[config.mk]
export PLATFORM = sky130hd
export DESIGN_NAME = pmfc_top
export DESIGN_NICKNAME = d
export VERILOG_FILES = /design/src/rtl/pmfc_pkg.sv /design/src/rtl/pmfc_sync.sv /design/src/rtl/pmfc_top.sv
export SDC_FILE = /design/constraint.sdc
export NUM_CORES = 1
export LEC_CHECK = 0
export BUFFER_PORTS_ARGS = -buffer_cell sky130_fd_sc_hd__buf_2
export CELL_PAD_IN_SITES_DETAIL_PLACEMENT = 0
export CELL_PAD_IN_SITES_GLOBAL_PLACEMENT = 1
export CORE_MARGIN = 10
export CORE_UTILIZATION = 33
export DETAILED_ROUTE_END_ITERATION = 6
export PLACE_DENSITY_LB_ADDON = 0.3
export SLEW_MARGIN = 20
export SYNTH_ARGS = -nofsm -noshare
export SYNTH_HDL_FRONTEND = slang
export SYNTH_SLANG_ARGS = --single-unit
[constraint.sdc]
create_clock -name clk_i -period 4.3 [get_ports clk_i]
set_input_delay 0.215 -clock clk_i [delete_from_list [all_inputs] [get_ports clk_i]]
set_output_delay 0.215 -clock clk_i [all_outputs]
set_load 0.03 [all_outputs]
[src/rtl/pmfc_pkg.sv]
// package for the three-phase pwm function control block
// assumes a classic wishbone slave with 32-bit data and byte addresses
package pmfc_pkg;
    // register indices; byte address is four times the index
    localparam logic [9:0] FCR_IDX = 10'h13a;
    localparam logic [9:0] OME1_IDX = 10'h13b;
    localparam logic [9:0] OME2_IDX = 10'h13c;
    localparam logic [9:0] RUN_IDX = 10'h137;
    localparam logic [11:0] FCR_ADDR = {FCR_IDX, 2'b00};
    localparam logic [11:0] OME1_ADDR = {OME1_IDX, 2'b00};
    localparam logic [11:0] OME2_ADDR = {OME2_IDX, 2'b00};
    localparam logic [11:0] RUN_ADDR = {RUN_IDX, 2'b00};
    localparam logic [7:0] FCR_RESET = 8'h80;
    localparam logic [7:0] OME1_RESET = 8'hff;
    localparam logic [7:0] OME2_RESET = 8'h7f;
    localparam logic [7:0] OME2_UNUSED = 8'h7f;
    localparam logic [7:0] RUN_RESET = 8'hfc;
    localparam logic [7:0] RUN_UNUSED = 8'hf0;
    localparam logic [7:0] ALL_ONES = 8'hff;
    localparam logic [1:0] COMB_PLAIN = 2'b00;
    localparam int CUTOFF_BIT = 7;
    localparam int MODE_BIT = 7;

    typedef struct packed {
        logic three_phase_mode_select;
        logic external_clock_select;
        logic conversion_trigger_edge;
        logic conversion_trigger_enable;
        logic counter_phase_level_select;
        logic normal_phase_level_select;
        logic [1:0] combination_select;
    } pmfc_fcr_s;

    // settings as seen by the counting logic
    typedef struct packed {
        logic three_phase_active;
        logic normal_phase_level_select;
        logic counter_phase_level_select;
        logic conversion_trigger_enable;
        logic conversion_trigger_edge;
        logic external_clock_select;
        logic [1:0] combination_select;
    } pmfc_cfg_s;
endpackage : pmfc_pkg

[src/rtl/pmfc_sync.sv]
// two-flop synchroniser for a pin level
// assumes the pin is asynchronous to clk_i
module pmfc_sync (
    input wire logic clk_i,  // system clock
    input wire logic rst_i,  // sync reset, high
    input wire logic d_i,    // async level
    output logic q_o         // synchronised level
);
    logic meta_q;
    always_ff @(posedge clk_i)
    begin
        if (rst_i)
        begin
            meta_q <= 1'b1;
            q_o <= 1'b1;
        end
        else
        begin
            meta_q <= d_i;
            q_o <= meta_q;
        end
    end
endmodule : pmfc_sync

[src/rtl/pmfc_top.sv]
// function control and forced cutoff registers of the pwm timer
// assumes a classic wishbone master on clk_i and an async cutoff pin
//
// Decided for this implementation: the Wishbone register port.
module pmfc_top
    import pmfc_pkg::*;
(
    input wire logic clk_i,                 // 50 mhz clock
    input wire logic rst_i,                 // sync reset, high
    input wire logic wb_cyc_i,              // bus cycle
    input wire logic wb_stb_i,              // strobe
    input wire logic wb_we_i,               // write enable
    input wire logic [11:0] wb_adr_i,       // byte address
    input wire logic [3:0] wb_sel_i,        // byte selects
    input wire logic [31:0] wb_dat_i,       // write data
    output logic [31:0] wb_dat_o,           // read data
    output logic wb_ack_o,                  // acknowledge
    output logic wb_err_o,                  // unmapped address
    input wire logic cutoff_input_pin_i,    // async cutoff pin, low acts
    output pmfc_pkg::pmfc_cfg_s cfg_o,      // effective settings
    output logic [7:0] out_disable_o,       // output master enable one
    output logic [1:0] run_o                // channel run flags
);
    import pmfc_pkg::*;

    pmfc_fcr_s fcr_q;
    logic [7:0] ome1_q;
    logic ome2_pto_q;
    logic [3:0] run_q;
    logic ack_q;
    logic err_q;
    logic [31:0] rdat_q;
    pmfc_cfg_s cfg_q;
    logic pin_s;

    pmfc_sync u_sync (
        .clk_i(clk_i),
        .rst_i(rst_i),
        .d_i(cutoff_input_pin_i),
        .q_o(pin_s)
    );

    wire req = wb_cyc_i && wb_stb_i && !ack_q && !err_q;
    wire lane0 = wb_sel_i[0];
    wire hit_fcr = wb_adr_i == FCR_ADDR;
    wire hit_ome1 = wb_adr_i == OME1_ADDR;
    wire hit_ome2 = wb_adr_i == OME2_ADDR;
    wire hit_run = wb_adr_i == RUN_ADDR;
    wire hit_any = hit_fcr || hit_ome1 || hit_ome2 || hit_run;
    wire wr = req && wb_we_i && lane0;
    wire wr_fcr = wr && hit_fcr;
    wire wr_ome1 = wr && hit_ome1;
    wire wr_ome2 = wr && hit_ome2;
    wire wr_run = wr && hit_run;
    wire [7:0] wbyte = wb_dat_i[7:0];
    // only the synchronised level is read: the raw pin may be metastable
    wire forced = ome2_pto_q && !pin_s;
    wire mode_on = fcr_q.combination_select == COMB_PLAIN
        && !fcr_q.three_phase_mode_select;

    wire [7:0] rd_byte =
        hit_fcr ? fcr_q :
        hit_ome1 ? ome1_q :
        hit_ome2 ? ({ome2_pto_q, 7'h00} | OME2_UNUSED) :
        hit_run ? ({4'h0, run_q} | RUN_UNUSED) : 8'h00;

    // cfg: in three-phase mode the level and trigger bits read as zero
    // to the counters while staying readable to software
    pmfc_cfg_s cfg_d;
    assign cfg_d.three_phase_active = mode_on;
    assign cfg_d.normal_phase_level_select =
        fcr_q.normal_phase_level_select && !mode_on;
    assign cfg_d.counter_phase_level_select =
        fcr_q.counter_phase_level_select && !mode_on;
    assign cfg_d.conversion_trigger_enable =
        fcr_q.conversion_trigger_enable && !mode_on;
    assign cfg_d.conversion_trigger_edge =
        fcr_q.conversion_trigger_edge && !mode_on;
    assign cfg_d.external_clock_select = fcr_q.external_clock_select;
    assign cfg_d.combination_select = fcr_q.combination_select;

    always_ff @(posedge clk_i)
    begin
        if (rst_i)
        begin
            ack_q <= 1'b0;
            err_q <= 1'b0;
            rdat_q <= 32'h0;
        end
        else
        begin
            ack_q <= req && hit_any;
            err_q <= req && !hit_any;
            rdat_q <= (req && hit_any) ? {24'h0, rd_byte} : 32'h0;
        end
    end

    always_ff @(posedge clk_i)
    begin
        if (rst_i)
        begin
            fcr_q <= FCR_RESET;
            ome2_pto_q <= 1'b0;
            run_q <= RUN_RESET[3:0];
        end
        else
        begin
            if (wr_fcr)
                fcr_q <= wbyte;
            if (wr_ome2)
                ome2_pto_q <= wbyte[CUTOFF_BIT];
            if (wr_run)
                run_q <= wbyte[3:0];
        end
    end

    // the forced value wins over a software write in the same cycle
    always_ff @(posedge clk_i)
    begin
        if (rst_i)
            ome1_q <= OME1_RESET;
        else if (forced)
            ome1_q <= ALL_ONES;
        else if (wr_ome1)
            ome1_q <= wbyte;
    end

    always_ff @(posedge clk_i)
    begin
        if (rst_i)
            cfg_q <= '0;
        else
            cfg_q <= cfg_d;
    end

    assign wb_ack_o = ack_q;
    assign wb_err_o = err_q;
    assign wb_dat_o = rdat_q;
    assign out_disable_o = ome1_q;
    assign run_o = run_q[1:0];
    assign cfg_o = cfg_q;
endmodule : pmfc_top

==> results by stage <==
Run status:
- The run finished with clean final reports.

STA:
- Setup repair after global routing left no endpoint under its margin.
- After layout, the minimum clock period comes to between 1500 and 2000 ps.
- Setup violations remaining at the end of the flow were counted as 0.
- The final hold violation count is 0.
- In this run the tightest slew margin relative to its limit is 45.4%.
- The sum of negative setup slack is 0 ps.
- Hold is met by between 90 and 100 ps.
- The number of max-slew violations in the final report is 0.
- For the final database, setup skew stands at 3.12 ps.
- Static timing analysis puts the maximum clock frequency at roughly 0.50 GHz.
- Of the available clock period, the critical path in the final layout requires 46.1%.
- At the pin with the least slew margin, the transition time is around 820 ps.

Clock network:
- TritonCTS built the clock tree.
- In this run the deepest clock path goes through 2 buffers.
- Post-CTS timing repair inserted 0 buffers for setup.
- The clock net sink count is 41.
- The clock-pin slew of the registers on the worst-case setup and hold paths is 70 ps.
- The post-cts hold buffer count is 0.
- Counting the buffers created by CTS gives 5.
- The H-tree was split into 2 levels.
- Post-CTS repair changed the size of 0 cells.
- At the later pin of the worst-skew pair, clock insertion delay measures 290 ps.
- The root buffer cell chosen for the clock tree is clkbuf_8.

GRT:
- The first global-routing pass estimated 7.27 mm of wire.
- In the global route stage, met2 resource usage came out at 17.3%.
- Global routing consumed, on the met3 layer, 4.71% of the routing resources.
- The layer with the highest usage is met2.
- The number of antenna violations at the first check in global routing is 0.
- The total overflow left after global routing is 0.
- In the global route stage, met1 resource usage came out at 11.1%.
- The aggregate global-route resource usage is 10.3%.
- Entering global routing, the biggest net connects 24 pins.
- The via count of the first global-routing pass is 1477.

Setup path:
- The maximum fanout along the worst path is 9.
- The worst setup path startpoint is wb_err_o$_SDFF_PP0_.
- The worst setup path is captured at a register.
- Walking the worst path, the cells encountered are and4bb_1 > nand3_1 > or4_1 > mux2i_1 > nand2_1.
- The beginning of the worst register-to-register path is wb_err_o$_SDFF_PP0_.
- The data arrival time at the worst-slack endpoint is 2140 ps.
- The last element of the critical path is out_disable_o[1]$_SDFFE_PP1P_.
- The setup path with the least slack is of type reg -> reg.
- The data required time of the worst path is between 4000 and 5000 ps.
- The worst reg-to-reg path cell count is 5.
- The critical path's largest stage delay is 720 ps.
- The internal reg-to-reg setup slack is 2320 ps.
- The reg-to-reg endpoint is out_disable_o[1]$_SDFFE_PP1P_.
- The slowest stage of the critical path is the or4_1 cell.
- STA classifies the critical path startpoint as a register.

Floorplanning:
- The initialized floorplan defines 27 standard-cell rows.
- The region available for standard cell placement spans 5510 um2.
- The I/O pin count is 106.
- The x dimension of the die is 95.4 um.
- The floorplan step defined a die boundary enclosing approximately 9100 um2.
- Once the floorplan was initialized, standard cells occupied 34.1% of the core.
- The y dimension of the die is ~95 um.

Detailed routing:
- The detailed-route DRC error count is 0.
- The total via count after detailed routing is 1478.
- Dividing the detail-routed wire length by the instance count gives ~15 um.
- The DRC marker count from the first detailed-route iteration is 55.
- The post-route antenna net violation count is 0.
- The final wirelength is 4.82 mm.
- The count of TritonRoute iterations in the first routing pass is 4.
- The vias per cell is 4.59.

Logic synthesis:
- The yosys synthesis warning count is 0.
- In this run the cell area of the synthesized design comes to 1880 um2.
- The register bit count reported by yosys is 41.
- In the synthesized netlist the async set-or-reset flop fraction comes to 0%.
- Ranked by total cell area, the synthesized netlist is headed by dfxtp_1 44%, buf_4 11%, mux2i_1 9.6%.
- Counting distinct cell types in the post-synthesis netlist gives 37.
- The number of enable-type register cells in the synthesized netlist is 0.
- The share of the Yosys chip area taken by registers is between 40% and 50%.
- The post-synthesis cell type with the largest combined area is dfxtp_1.
- Counting every instance in the synthesized netlist gives 196.
- The mean instance size in the synthesized netlist is 9.57 um2.
- The synthesized design devotes to its leading area cell type 43.8% of total area.
- The predominant post-synthesis flop cell is dfxtp_1.

Placement:
- The number of buffers added on ports is 54.
- The congestion estimate from routability-driven global placement came to roughly 0.80.
- The half-perimeter wire length of the detailed placement result is roughly 3.8 mm.
- The count of placed standard cells including taps is approximately 310.

Flow run:
- The tool flagged a number of max-cap violations equal to 0.

Cells and area:
- From synthesis to final layout, the design area changed by 16.8%.
- The post-layout instance count excluding filler cells is 322.
- In the final layout, the multi-input gates occupy 908 um2.
- The number of fill cells is between 500 and 600.
- Cells with a size suffix above 1 make up 28.0% of the layout.
- The net count of the finished layout is 303.
- The repair_antennas step left the layout with diodes totalling 0.
- The sequential cells in the finished layout cover a total of ~820 um2.

Pwr:
- For this design the static power due to leakage is between 0.001 and 0.0015 uW.
- The worst ir drop on vdd is 0.000108 V.
- The power per unit of standard cell area is 316 nW/um2.
- The sum of internal, switching and leakage power is 693 uW.

Hold path:
- The startpoint of the tightest hold check path is cutoff_input_pin_i.
- The type of the tightest min-delay check is in -> reg.
==> worst min path at each step <==
stage	to	slack [ps]	depth (start not counted)
3_3_place_gp	u_sync.q_o$_SDFF_PP1_	390	1
4_1_cts	u_sync.meta_q$_SDFF_PP1_	90	2
3_5_place_dp	u_sync.q_o$_SDFF_PP1_	400	1
6_report	u_sync.meta_q$_SDFF_PP1_	100	2
5_1_grt	u_sync.meta_q$_SDFF_PP1_	100	2
2_1_floorplan	u_sync.meta_q$_SDFF_PP1_	320	1
==> critical path, delay by kind of cell (launching register included) <==
| kind | cells | cell delay (ps) |
|---|---|---|
| DFF | 1 | 310 |
| and+or+nand+nor | 4 | 1280 |
| muxes | 1 | 250 |
==> layer usage <==
metal / wire [um] / vias to the layer above
met5: 0 / -
met4: 44 / 0
met3: 438 / 5
met2: 2290 / 45
met1: 2050 / 691
li1: - / 737
==> logic make-up (layout without fill, tap and decap cells) <==
logic type      after synthesis  count (layout)  share of synthesized area [%]
flops                        41              41                           43.8
simple gates                 71              71                           23.7
other cells                   1              24                          0.200
compound gates               30              30                           10.3
buf+inv                      35              66                           12.4
mux                          18              18                           9.61
==> synthesized netlist by cell type (2+ instances only) <==
cell,n
or2_2,2
inv_1,4
o22ai_1,4
nand2_1,9
nor4b_4,2
dfxtp_1,41
nand2b_1,3
mux2i_1,18
nand3_1,3
o21ai_0,5
clkbuf_1,4
buf_4,27
and2_1,7
nand3b_1,2
nor3_1,2
nor2b_1,4
a211o_1,3
nor2_1,24
a21oi_1,11
o211a_1,4
==> stage by stage <==
stage | setup WS (ps) | area [um2] | utilization, %
4_1_cts | 2320 | 2190 | 39.8
6_report | 2320 | 2190 | 39.8
2_1_floorplan | 2530 | 1960 | -
3_5_place_dp | 2230 | 2100 | 38.2
5_1_grt | 2160 | 2190 | 39.8
3_3_place_gp | 2230 | 2100 | 38.2
==> power breakdown <==
| part | switching, uW | internal [uW] | leakage, uW |
|---|---|---|---|
| clock | 130 | 112 | 0.0000439 |
| sequential | 0.285 | 381 | 0.000331 |
| combinational | 52.8 | 16.6 | 0.000682 |
| total | 184 | 509 | 0.00106 |
==> sequential cells by signal, indices dropped and copies added (netlist names) <==
| signal | cells |
|---|---|
| cfg_d | 3 |
| cfg_o | 8 |
| fcr_q | 5 |
| ome2_pto_q | 1 |
| out_disable_o | 8 |
| run_q | 4 |
| u_sync.meta_q | 1 |
| u_sync.q_o | 1 |
| wb_ack_o | 1 |
| wb_dat_o | 8 |
| wb_err_o | 1 |
==> cell usage in the layout (no fill, tap or decap), drive strengths merged, types with 5 or more instances in the layout <==
master	n
buf	54
conb	24
dfxtp	41
and2	7
nor2	24
mux2i	18
o21ai	6
a21oi	11
nand2	9
clkbuf	5
==> layout make-up <==
type	count	share of cell area (%)
multi-input cells	143	41.5
flip-flops and latches	41	37.5
repair buffers	54	12.3
well taps	72	4.11
clock buffers	5	3.14
clock inverters	3	0.800
inverters	4	0.685
No activity file was read; power rests on OpenSTA's default activity.
